[src/charger_pkg.sv]
// Shared constants and types for the charger pin control logic.
// Assumes a 40 MHz clock and a 32-bit classic Wishbone register port.
package charger_pkg;

    // Register byte offsets
    localparam logic [7:0] CTRL_OFFS    = 8'h00;
    localparam logic [7:0] STATUS_OFFS  = 8'h04;
    localparam logic [7:0] INT_STS_OFFS = 8'h08;
    localparam logic [7:0] INT_MSK_OFFS = 8'h0C;

    // Control register fields and reset value
    localparam int          MODE_LSB   = 4;
    localparam int          LIMIT_LSB  = 0;
    localparam logic [31:0] CTRL_RESET = 32'h0000_0012;

    // Mode configuration field encodings
    localparam logic [1:0] MODE_CHARGE = 2'h1;
    localparam logic [1:0] MODE_BOOST  = 2'h2;

    // Status register fields
    localparam int STS_GOOD   = 0;
    localparam int STS_CHG    = 1;
    localparam int STS_BOOST  = 2;
    localparam int STS_THERM  = 3;
    localparam int STS_FAULT  = 4;
    localparam int STS_CHGREQ = 5;
    localparam int STS_LIMLSB = 8;

    // Event bits of the interrupt status and mask registers
    localparam int EV_GOOD  = 0;
    localparam int EV_CHG   = 1;
    localparam int EV_DONE  = 2;
    localparam int EV_THERM = 3;
    localparam int EV_FAULT = 4;
    localparam int EV_BOOST = 5;
    localparam int EV_W     = 6;

    // Input limit codes, 100 mA up to 3 A
    localparam logic [2:0] LIM_100 = 3'h0;
    localparam logic [2:0] LIM_500 = 3'h2;
    localparam int LIMIT_MA [8] = '{100, 150, 500, 900, 1200, 1500, 2000, 3000};
    localparam int GOOD_MIN_MA  = 30;

    // Interrupt pulse timing
    localparam int CLK_PERIOD_NS    = 25;
    localparam int INT_PULSE_US     = 256;
    localparam int INT_PULSE_CYCLES = INT_PULSE_US * 1000 / CLK_PERIOD_NS;

    // Qualifiers of the input supply from the analog comparators
    typedef struct packed {
        logic aboveLockout;
        logic belowOvp;
        logic aboveSleep;
    } supply_sense_type;

    // Interrupt pulse sequencer
    typedef enum logic {PULSE_IDLE, PULSE_LOW} pulse_state_type;

endpackage

[src/charger_pin_control.sv]
// Pin-level control and status logic of a single-cell charger.
// Assumes pin inputs synchronous to clk; analog levels arrive as flags.
// Rules for this block and for the host that drives its pins
// RULE_01: Source-select high means USB host source, low means adapter.
// RULE_02: Power-good pulls low only with supply in window and limit over 30mA.
// RULE_03: Charge-status pin held low while a charge cycle runs.
// RULE_04: Charge-status released high when charge done or disabled.
// RULE_05: Any fault adds a weak resistive pull on charge-status.
// RULE_06: Status change or fault gives one 256us low interrupt pulse.
// RULE_07: USB host in buck mode: limit pin high 500mA, low 100mA.
// RULE_08: Boost only when mode field is 10 and limit/boost pin high.
// RULE_09: Charging only when mode field is 01 and charge-enable pin low.
// RULE_10: Outside party always drives charge-enable pin to a defined level.
// RULE_11: Effective limit is the smaller of resistor and register limits.
// RULE_12: Resistor-set limit never counts below 500mA.
// RULE_13: Charging suspended while either thermistor is out of window.
// RULE_14: Interrupt raised at once on a fault, without waiting for a poll.
// RULE_15: Other mode field values enable neither charging nor boost.
//
// The address map and the Wishbone slave port were chosen for this implementation.
`timescale 1ns/1ps

module charger_pin_control #(
    parameter int PULSE_CYCLES = charger_pkg::INT_PULSE_CYCLES
) (
    // Clock and reset
    input  wire logic                          clk,
    input  wire logic                          rst_b,
    // Wishbone classic slave
    input  wire logic                          cyc_i,
    input  wire logic                          stb_i,
    input  wire logic                          we_i,
    input  wire logic [3:0]                    sel_i,
    input  wire logic [7:0]                    adr_i,
    input  wire logic [31:0]                   dat_i,
    output logic      [31:0]                   dat_o,
    output logic                               ack_o,
    // Control pins
    input  wire logic                          sourceSelect,
    input  wire logic                          boostOrLimitSel,
    input  wire logic                          chargeEnable_b,
    // Analog qualifiers
    input  wire charger_pkg::supply_sense_type supplySense,
    input  wire logic [2:0]                    inputLimitResistorPin,
    input  wire logic                          thermistorSenseA,
    input  wire logic                          thermistorSenseB,
    input  wire logic                          chargeDone,
    input  wire logic                          faultDetect,
    // Power stage controls
    output logic                               chargeActive,
    output logic                               boostActive,
    output logic      [2:0]                    effectiveLimit,
    // Open-drain pins
    output logic                               powerGoodNOut,
    output logic                               powerGoodNOe_b,
    output logic                               statOut,
    output logic                               statOe_b,
    output logic                               statFaultPull,
    output logic                               intOut,
    output logic                               intOe_b,
    // Level interrupt
    output logic                               irq
);
    import charger_pkg::*;

    // Pulse counter is 16 bits and needs at least two low cycles
    if (PULSE_CYCLES < 2 || PULSE_CYCLES > 65535) begin : g_pulseRange
        $error("PULSE_CYCLES out of range");
    end

    logic [31:0]       ctrl_r;
    logic [EV_W-1:0]   intStatus_r;
    logic [EV_W-1:0]   intMask_r;
    logic [EV_W-1:0]   intStatusNxt;
    logic [EV_W-1:0]   events;
    logic [15:0]       pulseCnt_r;
    pulse_state_type   pulseState_r;
    logic              faultActive_r;
    logic              thermOk_r;
    logic              done_r;
    logic [1:0]        modeField;
    logic [2:0]        limitCode;
    logic [2:0]        resLimit;
    logic [2:0]        limitNxt;
    logic              chargeReq;
    logic              boostNxt;
    logic              thermOk;
    logic              powerGoodNxt;
    logic              chargeNxt;
    logic              faultNow;
    logic              wbReq;
    logic              wbWrite;

    // Control fields from the software-owned register
    assign modeField = ctrl_r[MODE_LSB+1:MODE_LSB];
    assign limitCode = ctrl_r[LIMIT_LSB+2:LIMIT_LSB];

    // Mode decode; reserved codes fall through to neither function
    assign chargeReq = (modeField == MODE_CHARGE) && !chargeEnable_b; // see RULE_09, RULE_15
    assign boostNxt  = (modeField == MODE_BOOST) && boostOrLimitSel;  // see RULE_08, RULE_15
    assign thermOk   = thermistorSenseA && thermistorSenseB;          // see RULE_13
    assign faultNow  = faultDetect || !thermOk;

    // Limit selection; a small resistor is treated as the 500mA floor
    always_comb begin
        resLimit = (inputLimitResistorPin < LIM_500) ? LIM_500
                                                     : inputLimitResistorPin; // see RULE_12
        limitNxt = (resLimit < limitCode) ? resLimit : limitCode;           // see RULE_11
        // USB host source caps further by the limit pin
        if (sourceSelect && !boostNxt) begin // see RULE_01
            if (!boostOrLimitSel) begin
                limitNxt = LIM_100; // see RULE_07
            end else if (limitNxt > LIM_500) begin
                limitNxt = LIM_500; // see RULE_07
            end
        end
    end

    // Input judged good only inside every supply window
    assign powerGoodNxt = supplySense.aboveLockout && supplySense.belowOvp
                       && supplySense.aboveSleep
                       && (LIMIT_MA[limitNxt] > GOOD_MIN_MA); // see RULE_02

    // A cycle runs only while requested, cool enough and not finished
    assign chargeNxt = chargeReq && thermOk && !chargeDone
                    && !faultDetect && powerGoodNxt; // see RULE_13

    // Power stage controls and status pins, all registered
    always_ff @(posedge clk or negedge rst_b) begin
        if (!rst_b) begin
            chargeActive   <= 1'b0;
            boostActive    <= 1'b0;
            effectiveLimit <= LIM_100;
            powerGoodNOe_b <= 1'b1;
            statOe_b       <= 1'b1;
            statFaultPull  <= 1'b0;
            faultActive_r  <= 1'b0;
            thermOk_r      <= 1'b1;
            done_r         <= 1'b0;
        end else begin
            chargeActive   <= chargeNxt;
            boostActive    <= boostNxt;
            effectiveLimit <= limitNxt;
            powerGoodNOe_b <= !powerGoodNxt; // see RULE_02
            statOe_b       <= !chargeNxt;    // see RULE_03, RULE_04
            statFaultPull  <= faultNow;      // see RULE_05
            faultActive_r  <= faultDetect;
            thermOk_r      <= thermOk;
            done_r         <= chargeDone;
        end
    end

    // Open-drain data lines only ever pull low
    always_ff @(posedge clk or negedge rst_b) begin
        if (!rst_b) begin
            powerGoodNOut <= 1'b0;
            statOut       <= 1'b0;
            intOut        <= 1'b0;
        end else begin
            powerGoodNOut <= 1'b0;
            statOut       <= 1'b0;
            intOut        <= 1'b0;
        end
    end

    // Events are edges of the state just computed, seen the same cycle
    always_comb begin
        events           = '0;
        events[EV_GOOD]  = powerGoodNxt == powerGoodNOe_b;
        events[EV_CHG]   = chargeNxt != chargeActive;
        events[EV_DONE]  = chargeDone && !done_r;
        events[EV_THERM] = !thermOk && thermOk_r;
        events[EV_FAULT] = faultDetect && !faultActive_r;
        events[EV_BOOST] = boostNxt != boostActive;
    end

    // Wishbone request decode
    assign wbReq   = cyc_i && stb_i && !ack_o;
    assign wbWrite = wbReq && we_i && sel_i[0];

    // Write-one-to-clear; a new event in the same cycle wins
    always_comb begin
        intStatusNxt = intStatus_r | events;
        if (wbWrite && adr_i == INT_STS_OFFS) begin
            intStatusNxt = (intStatus_r & ~dat_i[EV_W-1:0]) | events;
        end
    end

    // Interrupt status, mask and level output
    always_ff @(posedge clk or negedge rst_b) begin
        if (!rst_b) begin
            intStatus_r <= '0;
            intMask_r   <= '0;
            irq         <= 1'b0;
        end else begin
            intStatus_r <= intStatusNxt;
            if (wbWrite && adr_i == INT_MSK_OFFS) begin
                intMask_r <= dat_i[EV_W-1:0];
            end
            irq <= |(intStatusNxt & intMask_r);
        end
    end

    // Pin pulse sequencer; events during a pulse are not re-pulsed,
    // since the host reads the sticky status after the first one
    always_ff @(posedge clk or negedge rst_b) begin
        if (!rst_b) begin
            pulseState_r <= PULSE_IDLE;
            pulseCnt_r   <= '0;
            intOe_b      <= 1'b1;
        end else begin
            unique case (pulseState_r)
                PULSE_IDLE: begin
                    if (|events) begin // see RULE_14
                        pulseState_r <= PULSE_LOW;
                        pulseCnt_r   <= 16'(PULSE_CYCLES - 1);
                        intOe_b      <= 1'b0;
                    end
                end
                PULSE_LOW: begin
                    if (pulseCnt_r == '0) begin // see RULE_06
                        pulseState_r <= PULSE_IDLE;
                        intOe_b      <= 1'b1;
                    end else begin
                        pulseCnt_r <= pulseCnt_r - 16'h0001;
                    end
                end
            endcase
        end
    end

    // Control register, byte lane 0 only; upper bits are reserved
    always_ff @(posedge clk or negedge rst_b) begin
        if (!rst_b) begin
            ctrl_r <= CTRL_RESET;
        end else if (wbWrite && adr_i == CTRL_OFFS) begin
            ctrl_r                        <= '0;
            ctrl_r[MODE_LSB+1:MODE_LSB]   <= dat_i[MODE_LSB+1:MODE_LSB];
            ctrl_r[LIMIT_LSB+2:LIMIT_LSB] <= dat_i[LIMIT_LSB+2:LIMIT_LSB];
        end
    end

    // Single-wait-state answer; unmapped reads return zero
    always_ff @(posedge clk or negedge rst_b) begin
        if (!rst_b) begin
            ack_o <= 1'b0;
            dat_o <= '0;
        end else begin
            ack_o <= wbReq;
            dat_o <= '0;
            if (wbReq && !we_i) begin
                unique case (adr_i)
                    CTRL_OFFS:    dat_o <= ctrl_r;
                    STATUS_OFFS: begin
                        dat_o[STS_GOOD]   <= !powerGoodNOe_b;
                        dat_o[STS_CHG]    <= chargeActive;
                        dat_o[STS_BOOST]  <= boostActive;
                        dat_o[STS_THERM]  <= thermOk_r;
                        dat_o[STS_FAULT]  <= statFaultPull;
                        dat_o[STS_CHGREQ] <= chargeReq;
                        dat_o[STS_LIMLSB+2:STS_LIMLSB] <= effectiveLimit;
                    end
                    INT_STS_OFFS: dat_o[EV_W-1:0] <= intStatus_r;
                    INT_MSK_OFFS: dat_o[EV_W-1:0] <= intMask_r;
                    default:      dat_o <= '0;
                endcase
            end
        end
    end

    // Helper: length of the current interrupt low phase
    logic [15:0] lowLen_r;
    always_ff @(posedge clk or negedge rst_b) begin
        if (!rst_b) begin
            lowLen_r <= '0;
        end else if (!intOe_b) begin
            lowLen_r <= lowLen_r + 16'h0001;
        end else begin
            lowLen_r <= '0;
        end
    end
endmodule

[config.mk]
export PLATFORM = sky130hd
export DESIGN_NAME = charger_pin_control
export DESIGN_NICKNAME = d
export VERILOG_FILES = /design/src/charger_pkg.sv /design/src/charger_pin_control.sv
export SDC_FILE = /design/constraint.sdc
export NUM_CORES = 1
export LEC_CHECK = 0
export ABC_AREA = 1
export BUFFER_PORTS_ARGS = -buffer_cell sky130_fd_sc_hd__buf_4
export CORE_ASPECT_RATIO = 1.75
export CORE_MARGIN = 2
export CORE_UTILIZATION = 50
export DETAILED_ROUTE_END_ITERATION = 16
export GPL_TIMING_DRIVEN = 0
export PLACE_DENSITY = 0.79
export SYNTH_ARGS = -nofsm -noshare
export SYNTH_HDL_FRONTEND = slang
export SYNTH_SLANG_ARGS = --single-unit
[constraint.sdc]
create_clock -name clk -period 2.15 [get_ports clk]
set_input_delay 0.43 -clock clk [delete_from_list [all_inputs] [get_ports clk]]
set_output_delay 0.43 -clock clk [all_outputs]
set_load 0.01 [all_outputs]
## Word-level counts from Yosys, hierarchy flattened

Memory sizes are Yosys's and may differ from the RTL's.
Cells that the tools add are included.

- Memories: 1
- Bits of input ports: 62
- Logic and storage cells: 104
- Memory bits (read-only): 256
- Output and inout port bits: 46
- Bits in registers: 80

- Multiplexer cells: 20
- $add $sub $neg: 1
- Bitwise logic cells: 7
- Order comparisons: 5
- Reduce and logical (&&, ||, !) cells: 41
- Equal/unequal tests: 11

Memories:

| name | depth | bits a word | read ports | clocked after memory_dff | wr ports | line | source |
|---|---|---|---|---|---|---|---|
| (name not given) | 8 | 32 | 1 | 0 | 0 | charger_pin_control.sv:122 | `&& (LIMIT_MA[limitNxt] > GOOD_MIN_MA);` |

Operator list:

| cell | count |
|---|---|
| 32-bit 2-to-1 mux | 2 |
| 32-bit by 6-bit > comparator with 1-bit output, second input constant | 1 |
| 16-bit 2-to-1 mux | 2 |
| 16-bit case mux with 2 select lines | 1 |
| 6-bit case mux with 4 select lines | 1 |
| 1-bit logical AND | 22 |
| 3-bit 2-to-1 mux | 6 |
| 8-bit by 4-bit == test with 1-bit output, second input constant | 2 |
| 16-bit logical NOT | 1 |
| 16-bit by 1-bit subtractor with 16-bit output, second input constant | 1 |
| 6-bit bitwise AND | 2 |
| 1-bit logical NOT | 12 |
| 6-bit bitwise OR | 2 |
| 6-bit OR reduction | 2 |
| 11-bit 2-to-1 mux | 1 |
| 8-bit by 3-bit == test with 1-bit output, second input constant | 1 |
| 8-bit logical NOT | 1 |
| 6-bit 2-to-1 mux | 1 |
| 6-bit inverter | 1 |
| 4-bit >= comparator, second input constant | 1 |
| 1-bit 2-to-1 mux | 4 |
| 2-bit inequality test, second input constant | 2 |
| 3-bit inverter with 4-bit output | 1 |
| 1-bit case mux with 2 select lines | 2 |
| other kinds (11) | 13 |

## Depth between registers and ports, before layout

Gate-level depths: netlist of run 1.

- Depth in word-level cells: 20
- Gate-level depth with buffers: 12
- Depth with buffers taken out: 11

## Worst setup path before layout of run 1

No wires, ideal clock.

- Path type: register -> register
- Start point: reg pulseCnt_r[0]
- End point: reg pulseCnt_r[2]
- Cell stages (with the launch flop): 9
- Period minus slack after synthesis: 1.510 ns
- Path slack: 0.640 ns
- Required time: 2.032 ns
- Arrival: 1.392 ns
- Buffers on the path: 1
- Setup time: 0.118 ns
- Cells stage by stage: dfrtp_1 inv_1 ha_1 nand2_2 nor3_2 nand3_2 buf_2 nand3_1 nand2_1

- Longest elaborated chain between the ends: 3
- Elaborated cells between the ends (all ways): 6
- Classes of those cells: 1 x add/sub; 1 x eq/ne; 2 x mux; 2 x reduce/logical

Ends and longest elaborated chain:

| what | line | source |
|---|---|---|
| from (decl) | charger_pin_control.sv:76 | `logic [15:0] pulseCnt_r;` |
| from (signal assigned) | charger_pin_control.sv:216 | `pulseCnt_r <= 16'(PULSE_CYCLES - 1);` |
| from (signal assigned) | charger_pin_control.sv:225 | `pulseCnt_r <= pulseCnt_r - 16'h0001;` |
| 16-bit by 1-bit subtractor with 16-bit output or 16-bit logical NOT (tied branches) | charger_pin_control.sv:225, charger_pin_control.sv:221 |  |
| 16-bit 2-to-1 mux or 2-bit inequality test (tied branches) | -- |  |
| 16-bit case mux with 2 select lines or 2-bit AND reduction (tied branches) | -- |  |

Parallel ways exist; a longest one is shown, timed or not. The select of a mux whose other input is x is not followed.
A chain may end at the register's enable or synchronous reset.

## Worst setup path after layout of run 1

- Start point: reg pulseCnt_r[0]
- End point: reg pulseCnt_r[5]

Same word-level chain as after synthesis.

==> flow_summary.json, run 1 <==
{
  "yosys_most_used_dff": "sky130_fd_sc_hd__dfrtp_1",
  "grt_start_max_net_pins": 58,
  "cts_tree": "done",
  "final_antenna_violating_net_count": 0,
  "routed_wire_length_per_instance_um": 13.5,
  "grt_first_pass_wirelength_mm": 13.7,
  "fin_area_um2": 4390,
  "yosys-top-cells-count": "sky130_fd_sc_hd__nand2_1, sky130_fd_sc_hd__nand3_1, sky130_fd_sc_hd__dfrtp_1",
  "ys_types": 41,
  "power.density_cell_area_nw_per_um2": 836,
  "holdCritPathClass": "in -> async",
  "finalWeightedCongestion": 0.892,
  "final_period_minus_worst_setup_slack_ns": 1.77,
  "postPlaceCellArea_um2": 4060,
  "max_freq_mhz": 565,
  "chipHeight_um": 114,
  "first_global_vias": 2999,
  "cts_buffer_depth": 2,
  "worst_setup_path_start_kind": "flop",
  "cp_slowest_cell": "sky130_fd_sc_hd__dfrtp_1",
  "total_leakage_power_nw": 2.29,
  "drive_gt1_share_pct": 29.7,
  "post_route_wl_mm": 8.40,
  "number_of_enable_flip_flop_cells_after_synthesis": 0,
  "asyncSetResetFlopFracSynth_pct": 100,
  "yosysSeqAreaShare_pct": 41.3,
  "postSynthRegisterBits": 57,
  "timing.critical_path.max_delay_family": "simple AND/OR/NAND/NOR gates",
  "rows": 40,
  "antenna_found_initial": 0,
  "dr_total_vias": 3106,
  "post-route-drc-count": 0,
  "post-route-period-util_pct": 82.4,
  "die_w_um": 67.0,
  "register_area_um2": 1430,
  "filler_cell_count": 609,
  "vias_per_cell": 5.01,
  "core-area_um2": 6810,
  "drt_pre_antenna_iters": 4,
  "timing.reg2reg.worst_path_depth": 8,
  "cp.buffers_inverters": 2,
  "slew_violations": 0,
  "postLayoutCoreUtil_pct": 64.5,
  "synthDominantAreaCellType": "sky130_fd_sc_hd__dfrtp_1",
  "finalSetupViolCount": 0,
  "peakVddDrop_v": 0.000735,
  "h_tree_level_count": 3,
  "reg2reg_slack_ns": 0.38,
  "detailedRoute.firstIterationViolations": 233,
  "netlist_instances": 443,
  "detailedPlacementHpwl_mm": 6.30,
  "cpPeakStageDelay_ns": 0.37,
  "synth.top_cell.area_share_pct": 36.8,
  "synth_most_common_cell": "sky130_fd_sc_hd__nand2_1",
  "design.die.area_um2": 7650,
  "syn-cell-area_um2": 3470,
  "syn_area_per_cell_um2": 7.83,
  "cts_setup_buffers": 0,
  "ys.warnings.count": 0,
  "timing.critical_path.to_type": "flop",
  "areaGrowthSynthToFinish_pct": 26.5,
  "largest_fanout_on_the_critical_path": 10,
  "io_buffers": 52,
  "cts_root_buffer": "sky130_fd_sc_hd__clkbuf_16",
  "finalPower_w": 0.00367,
  "clkLatencyLatePin_ns": 0.33,
  "critical_path.startpoint": "pulseCnt_r[0]$_DFFE_PN0P_",
  "worstReg2RegEnd": "pulseCnt_r[5]$_DFFE_PN0P_",
  "pin_count": 108,
  "clkTransAtPathRegs_ns": 0.05,
  "result_of_the_run": "complete, no violations",
  "final-hold-violation-count": 0,
  "timing.critical_path.cells": "inv_1 > ha_1 > nand2_2 > nor3_2 > nand3_2 > buf_2 > nand3_1 > nand2_1",
  "crit-reg2reg-launch": "pulseCnt_r[0]$_DFFE_PN0P_",
  "maxSlewHeadroom_pct": 50.7,
  "area_taken_by_multi_input_logic_gates_um2": 1670,
  "cts-buffers-inserted": 9,
  "grt.total_usage_pct": 24.2,
  "worst_pin_slew_ns": 0.739,
  "cts.repair.resized": 0,
  "tns_ns": 0,
  "synth_area_leaders": "sky130_fd_sc_hd__dfrtp_1, sky130_fd_sc_hd__nand2_1, sky130_fd_sc_hd__nand3_1, sky130_fd_sc_hd__buf_4, sky130_fd_sc_hd__nor2_1",
  "fin_worst_skew_ns": 0.00559,
  "floorplan.initialDensity_pct": 51.0,
  "worst_ep_arrival_time_ns": 1.99,
  "cp.required_ns": 2.37,
  "cts_sink_cnt": 57,
  "final.hold.worst_slack_ns": 0.156,
  "grt-ovfl-total": 0,
  "timing.max_cap.violations": 0,
  "ctsHoldBuffers": 0,
  "worst-setup-path-type": "reg -> reg",
  "diodes": 0,
  "rsz_0062_raised_after_global_routing": "false",
  "final_net_count": 597
}
[sequential cells by signal, summed over array words and instances (netlist names), 3 cells and up]
register	flops
pulseCnt_r	16
dat_o	9
intMask_r	6
intStatus_r	6
ctrl_r	5
effectiveLimit	3
[area by class of cell]
type | count | area share (%)
buffer | 33 | 5.93
clock buffer | 11 | 5.76
clock inverter | 5 | 1.77
inverter | 52 | 4.50
multi-input combinational | 326 | 38.1
sequential | 57 | 32.7
tap | 84 | 2.39
timing repair buffer | 52 | 8.89
[report_power, final]
group	switching [W]	total (W)	internal, W
registers	0.000149	0.00136	0.00121
clock network	0.000488	0.00156	0.00107
logic	0.000434	0.000750	0.000317
[per-layer routing]
metal	part of all wire, %	GRT usage [%]	up-vias	wire, um
met3	3.4	4.03	24	287
li1	-	-	1529	-
met4	4.0	13.3	0	333
met5	0	0	-	0
met2	57	44.5	85	4790
met1	36	25.2	1468	2980
[cell families after synthesis]
logic type	after synthesis	share of synthesized area (%)
flip-flops	57	41.3
buffers and inverters	85	13.2
AND/OR/NAND/NOR	263	37.9
adder cells (fa/ha/maj)	4	1.44
XOR/XNOR	2	0.938
other	1	0.108
AO/OA/AOI/OAI	31	5.08
[worst register-to-register path: cells and delay by family, from the launching register on]
kind / cells / cell delay (ns)
and+or+nand+nor: 5 / 0.72
buffers and inverters: 2 / 0.34
DFF: 1 / 0.37
adders and majority gates: 1 / 0.23
[worst max-delay path by stage]
stage                                      endpoint  slack [ns]  cells past startpoint
final                     pulseCnt_r[5]$_DFFE_PN0P_        0.38                      8
after floorplan           pulseCnt_r[2]$_DFFE_PN0P_        0.64                      8
after global routing      pulseCnt_r[1]$_DFFE_PN0P_        0.25                      8
after global placement    pulseCnt_r[7]$_DFFE_PN0P_        0.39                     12
after detailed placement  pulseCnt_r[9]$_DFFE_PN0P_        0.38                     12
after CTS                 pulseCnt_r[4]$_DFFE_PN0P_        0.39                      8
[cell usage in the layout (no fill, tap or decap), types with 8 or more instances in the layout]
master / n
sky130_fd_sc_hd__buf_4: 79
sky130_fd_sc_hd__nor2_1: 50
sky130_fd_sc_hd__nand3_2: 8
sky130_fd_sc_hd__nand2_2: 12
sky130_fd_sc_hd__nand2_1: 100
sky130_fd_sc_hd__conb_1: 26
sky130_fd_sc_hd__dfrtp_1: 51
sky130_fd_sc_hd__clkbuf_16: 9
sky130_fd_sc_hd__inv_1: 44
sky130_fd_sc_hd__o21ai_0: 11
sky130_fd_sc_hd__nand3_1: 58
[through the flow]
stage	setup WS, ns	instances
global route	0.252	620
finish	0.379	620
detailed placement	0.379	604
floorplan	0.640	468
global placement	0.388	604
CTS	0.392	620
(Power assumes the default switching activity.)
==> inputs of run 2 (changes only) <==
CORE_UTILIZATION = 47   (was 50)
PLACE_DENSITY = 0.78   (was 0.79)
clock period = 1.55 ns   (was 2.15 ns; I/O delays follow)
==> run 2 against run 1 <==
The run now ends with setup timing left. First-iteration DRC count rose by 42%. Clock skew grew 0.0012 ns. Highest routed layer unchanged. Largest power group is now registers. Largest cell class unchanged. Sequential cell count stayed put.
==> flow_summary.json, run 2 (synthesis gave the netlist of run 1 again) <==
{
  "result_of_the_run": "finished, violations left",
  "failed_checks": "setup timing",
  "final_net_count": 610,
  "worstReg2RegEnd": "pulseCnt_r[4]$_DFFE_PN0P_",
  "antenna_found_initial": 0,
  "final_antenna_violating_net_count": 0,
  "routed_wire_length_per_instance_um": 13.7,
  "largest_fanout_on_the_critical_path": 8,
  "most_frequent_cells_in_the_layout": "sky130_fd_sc_hd__nand2_1, sky130_fd_sc_hd__buf_4, sky130_fd_sc_hd__dfrtp_1",
  "detailedPlacementHpwl_mm": 6.21,
  "largest_register": "pulseCnt_r",
  "cp_slowest_cell": "sky130_fd_sc_hd__dfstp_2",
  "timing.reg2reg.worst_path_depth": 10,
  "grt.total_usage_pct": 23.3,
  "cts_buffer_depth": 2,
  "diodes": 0,
  "final-hold-violation-count": 0,
  "largest_reg_flops": 16,
  "fin_area_um2": 4600,
  "vias_per_cell": 5.14,
  "cts_sink_cnt": 57,
  "die_w_um": 69.0,
  "chipHeight_um": 118,
  "power.density_cell_area_nw_per_um2": 1080,
  "register_area_um2": 1430,
  "ctsHoldBuffers": 0,
  "timing.critical_path.cells": "nand3b_1 > nor2_2 > nand2_2 > nand2_2 > nand2_4 > inv_4 > nand3_4 > buf_6 > nand3_1 > nand2_1",
  "cp.required_ns": 1.76,
  "place_worst_setup_slack_ns": -0.221,
  "cpPeakStageDelay_ns": 0.55,
  "reg_top3": "pulseCnt_r: 16 flops, dat_o: 9 flops",
  "timing.critical_path.to_type": "flop",
  "worst-setup-path-type": "reg -> reg",
  "worst_pin_slew_ns": 0.707,
  "design.die.area_um2": 8110,
  "cts_tree": "done",
  "post_route_wl_mm": 8.70,
  "post-route-drc-count": 0,
  "finalWeightedCongestion": 0.874,
  "floorplan.initialDensity_pct": 48.3,
  "rows": 41,
  "filler_cell_count": 608,
  "postPlaceCellArea_um2": 4060,
  "setup_ws_ns": -0.147,
  "cts-buffers-inserted": 9,
  "detailedRoute.firstIterationViolations": 332,
  "worst_setup_path_start_kind": "flop",
  "grt_first_pass_wirelength_mm": 14.0,
  "pin_count": 108,
  "grt-ovfl-total": 0,
  "reg2reg_slack_ns": -0.15,
  "max_freq_mhz": 589,
  "layout_commonest_cell": "sky130_fd_sc_hd__nand2_1",
  "rsz_0062_raised_after_global_routing": "true",
  "tns_ns": -1.91,
  "drive_gt1_share_pct": 35.3,
  "drt_pre_antenna_iters": 6,
  "worst_ep_arrival_time_ns": 1.91,
  "io_buffers": 52,
  "total_leakage_power_nw": 2.40,
  "area_taken_by_multi_input_logic_gates_um2": 1820,
  "holdCritPathClass": "in -> async",
  "timing.critical_path.mode_cell": "sky130_fd_sc_hd__nand2_2",
  "grt_start_max_net_pins": 58,
  "clkLatencyLatePin_ns": 0.32,
  "areaGrowthSynthToFinish_pct": 32.5,
  "timing.max_cap.violations": 0,
  "cts_root_buffer": "sky130_fd_sc_hd__clkbuf_16",
  "final.hold.worst_slack_ns": 0.0342,
  "slew_violations": 0,
  "final_period_minus_worst_setup_slack_ns": 1.70,
  "post-route-period-util_pct": 109,
  "clkTransAtPathRegs_ns": 0.05,
  "peakVddDrop_v": 0.000732,
  "h_tree_level_count": 3,
  "dr_total_vias": 3261,
  "maxSlewHeadroom_pct": 52.9,
  "crit-reg2reg-launch": "ctrl_r[4]$_DFFE_PN1P_",
  "first_global_vias": 3181,
  "core-area_um2": 7180,
  "fin_worst_skew_ns": 0.00683,
  "finalSetupViolCount": 19
}
==> run 2: changes by cell type in the layout (fill, tap and decap cells not counted), moves of 2 or more <==
cell and delta:
sky130_fd_sc_hd__bufinv_16 -2, sky130_fd_sc_hd__nand3_1 -13, sky130_fd_sc_hd__nor2_4 +3, sky130_fd_sc_hd__a21oi_1 -2, sky130_fd_sc_hd__nor2_1 -4, sky130_fd_sc_hd__a21oi_2 +2, sky130_fd_sc_hd__buf_4 +12, sky130_fd_sc_hd__nand2_1 -3
sky130_fd_sc_hd__nand3_2 +12, sky130_fd_sc_hd__clkbuf_1 +2
==> run 2: power breakdown <==
group	switching [W]	leakage, nW	internal (W)
Clock	0.000647	0.139	0.00116
Combinational	0.000707	1.62	0.000536
Sequential	0.000218	0.644	0.00168
Total	0.00157	2.40	0.00337
==> run 2: layer usage <==
layer	track usage, %	routed length (um)	share of wire [%]
met3	5.26	418	4.8
met1	24.4	3100	36
met4	15.9	507	5.8
met5	0	0	0
met2	39.0	4680	54
==> run 2: final cells by class <==
| type | count | area share [%] |
|---|---|---|
| Inverter | 52 | 4.30 |
| Multi-Input combinational cell | 326 | 39.5 |
| Tap cell | 86 | 2.34 |
| Sequential cell | 57 | 31.2 |
| Timing Repair Buffer | 65 | 11.0 |
| Clock inverter | 3 | 0.327 |
| Buffer | 33 | 5.72 |
| Clock buffer | 13 | 5.66 |
==> run 2: per-stage QoR <==
| step | std cells | power (W) | util (%) |
|---|---|---|---|
| 2_1_floorplan | 468 | 0.00261 | - |
| 3_3_place_gp | 606 | 0.00289 | 56.6 |
| 3_5_place_dp | 606 | 0.00292 | 56.6 |
| 4_1_cts | 628 | 0.00483 | 61.7 |
| 5_1_grt | 635 | 0.00521 | 64.0 |
| 6_report | 635 | 0.00494 | 64.0 |
==> run 2: how the worst max path moves through the flow <==
| stage | startpoint | end | depth (start not counted) |
|---|---|---|---|
| global route | ctrl_r[4]$_DFFE_PN1P_ | pulseCnt_r[12]$_DFFE_PN0P_ | 10 |
| finish | ctrl_r[4]$_DFFE_PN1P_ | pulseCnt_r[4]$_DFFE_PN0P_ | 10 |
| floorplan | pulseCnt_r[0]$_DFFE_PN0P_ | pulseCnt_r[2]$_DFFE_PN0P_ | 8 |
| detailed placement | pulseCnt_r[0]$_DFFE_PN0P_ | pulseCnt_r[10]$_DFFE_PN0P_ | 8 |
| global placement | pulseCnt_r[0]$_DFFE_PN0P_ | pulseCnt_r[10]$_DFFE_PN0P_ | 8 |
| CTS | ctrl_r[4]$_DFFE_PN1P_ | pulseCnt_r[10]$_DFFE_PN0P_ | 10 |
==> run 2: critical path: cells and delay by family (launching register included) <==
family / cells / cell delay, ns
DFF: 1 / 0.55
buffers and inverters: 2 / 0.24
and+or+nand+nor: 8 / 0.79
==> run 2: what timing repair did <==
item / CTS / global route
gates resized for setup: 12 / 24
endpoints found under the setup margin: 19 / 23
pin swaps: 3 / 16
setup buffers: 5 / 7
cloned: 1 / 0
==> inputs of run 3 (changes only) <==
CORE_UTILIZATION = 50   (was 47)
PLACE_DENSITY = 0.79   (was 0.78)
SKIP_CTS_REPAIR_TIMING = 1   (was default)
clock period = 1.77 ns   (was 1.55 ns; I/O delays follow)
==> run 3 against run 2 <==
The flow now finishes without violations. Via count down 3.8%. Largest cell class unchanged. Total power shrank 9.1%. Critical endpoint is now pulseCnt_r[5]$_DFFE_PN0P_. Clock-buffer cell count shrank 2. Sequential cell count is the same. Highest routed layer unchanged. Maximum frequency is 2.0% higher. Final area down 3.5%.
==> flow_summary.json, run 3 (synthesis gave the netlist of run 1 again) <==
{
  "result_of_the_run": "complete, no violations",
  "clkLatencyLatePin_ns": 0.33,
  "most_frequent_cells_in_the_layout": "sky130_fd_sc_hd__nand2_1, sky130_fd_sc_hd__buf_4, sky130_fd_sc_hd__nand3_1",
  "total_leakage_power_nw": 2.31,
  "vias_per_cell": 5.03,
  "antenna_found_initial": 0,
  "reg_top3": "pulseCnt_r: 16 flops, dat_o: 9 flops",
  "area_taken_by_multi_input_logic_gates_um2": 1680,
  "post-route-period-util_pct": 94.0,
  "worst_ep_arrival_time_ns": 1.88,
  "detailedPlacementHpwl_mm": 6.30,
  "largest_reg_flops": 16,
  "final_net_count": 600,
  "largest_fanout_on_the_critical_path": 10,
  "detailedRoute.firstIterationViolations": 254,
  "post_route_wl_mm": 8.57,
  "final.hold.worst_slack_ns": 0.0827,
  "reg2reg_slack_ns": 0.11,
  "final-hold-violation-count": 0,
  "maxSlewHeadroom_pct": 50.8,
  "cp.buffers_inverters": 2,
  "areaGrowthSynthToFinish_pct": 27.9,
  "largest_register": "pulseCnt_r",
  "max_freq_mhz": 601,
  "diodes": 0,
  "timing.critical_path.cells": "inv_1 > ha_2 > nand2_2 > nor3_2 > nand3_2 > buf_4 > nand3_1 > nand2_1",
  "timing.max_cap.violations": 0,
  "finalWeightedCongestion": 0.892,
  "floorplan.initialDensity_pct": 51.0,
  "grt.total_usage_pct": 24.2,
  "grt_first_pass_wirelength_mm": 13.7,
  "h_tree_level_count": 3,
  "cts_tree": "done",
  "peakVddDrop_v": 0.000890,
  "finalPower_w": 0.00450,
  "cts_root_buffer": "sky130_fd_sc_hd__clkbuf_16",
  "cts_sink_cnt": 57,
  "cts-buffers-inserted": 9,
  "timing.critical_path.to_type": "flop",
  "chipHeight_um": 114,
  "register_area_um2": 1430,
  "final_antenna_violating_net_count": 0,
  "clkTransAtPathRegs_ns": 0.05,
  "cpPeakStageDelay_ns": 0.37,
  "fin_worst_skew_ns": 0.00571,
  "worst-setup-path-type": "reg -> reg",
  "grt-ovfl-total": 0,
  "die_w_um": 67.0,
  "core-area_um2": 6810,
  "post-route-drc-count": 0,
  "postLayoutCoreUtil_pct": 65.2,
  "layout_commonest_cell": "sky130_fd_sc_hd__nand2_1",
  "dr_total_vias": 3136,
  "io_buffers": 52,
  "pin_count": 108,
  "final_period_minus_worst_setup_slack_ns": 1.66,
  "holdCritPathClass": "in -> async",
  "design.die.area_um2": 7650,
  "slew_violations": 0,
  "grt_start_max_net_pins": 58,
  "filler_cell_count": 597,
  "first_global_vias": 2999,
  "rows": 40,
  "power.density_cell_area_nw_per_um2": 1010,
  "cts_buffer_depth": 2,
  "routed_wire_length_per_instance_um": 13.8,
  "finalSetupViolCount": 0,
  "worst_setup_path_start_kind": "flop",
  "cp_slowest_cell": "sky130_fd_sc_hd__dfrtp_1",
  "drive_gt1_share_pct": 30.6,
  "drt_pre_antenna_iters": 5,
  "timing.critical_path.max_delay_family": "simple AND/OR/NAND/NOR gates",
  "worst_pin_slew_ns": 0.738,
  "cp.required_ns": 1.99
}
## run 3: cell types whose count changed in the layout (fill, tap and decap cells not counted), sizes merged
cell,delta
clkinv,-1
clkinvlp,+1
bufinv,+2
buf,-10
clkbuf,-2
## run 3: metrics by stage
| stage | setup TNS [ns] | cells | cell area, um^2 | setup slack, ns |
|---|---|---|---|---|
| 6_report | 0 | 623 | 4440 | 0.106 |
| 5_1_grt | -0.00346 | 623 | 4440 | -0.00346 |
| 4_1_cts | 0 | 620 | 4390 | 0.0116 |
| 3_5_place_dp | 0 | 604 | 4060 | 0.0292 |
| 3_3_place_gp | 0 | 604 | 4060 | 0.0357 |
| 2_1_floorplan | 0 | 468 | 3560 | 0.260 |
## run 3: worst paths after layout
kind,from,to,cells past startpoint
min in group clk,faultDetect,faultActive_r$_DFF_PN0_,1
setup / recovery,pulseCnt_r[0]$_DFFE_PN0P_,pulseCnt_r[5]$_DFFE_PN0P_,8
max in group asynchronous,rst_b,pulseCnt_r[15]$_DFFE_PN0P_,1
hold reg to reg,intOe_b$_DFFE_PN1P_,intOe_b$_DFFE_PN1P_,2
hold / removal,rst_b,ctrl_r[0]$_DFFE_PN0P_,1
setup reg to reg,pulseCnt_r[0]$_DFFE_PN0P_,pulseCnt_r[5]$_DFFE_PN0P_,8
## run 3: area by class of cell
class	count	area share, %
multi-input cells	326	37.9
well taps	84	2.37
inverters	52	4.46
plain buffers	33	5.92
flip-flops and latches	57	32.3
repair buffers	55	9.59
clock inverters	5	1.75
clock buffers	11	5.70
## run 3: layer usage
| metal | part of all wire (%) | vias up | GRT usage [%] |
|---|---|---|---|
| li1 | - | 1532 | - |
| met1 | 35 | 1479 | 25.2 |
| met3 | 3.8 | 26 | 4.03 |
| met4 | 3.6 | 0 | 13.3 |
| met2 | 57 | 99 | 44.5 |
| met5 | 0 | - | 0 |
## run 3: where the power goes
group / switching [W] / total, W / internal (W)
sequential: 0.000185 / 0.00165 / 0.00147
combinational: 0.000545 / 0.000952 / 0.000406
clock: 0.000590 / 0.00189 / 0.00130
total: 0.00132 / 0.00450 / 0.00318
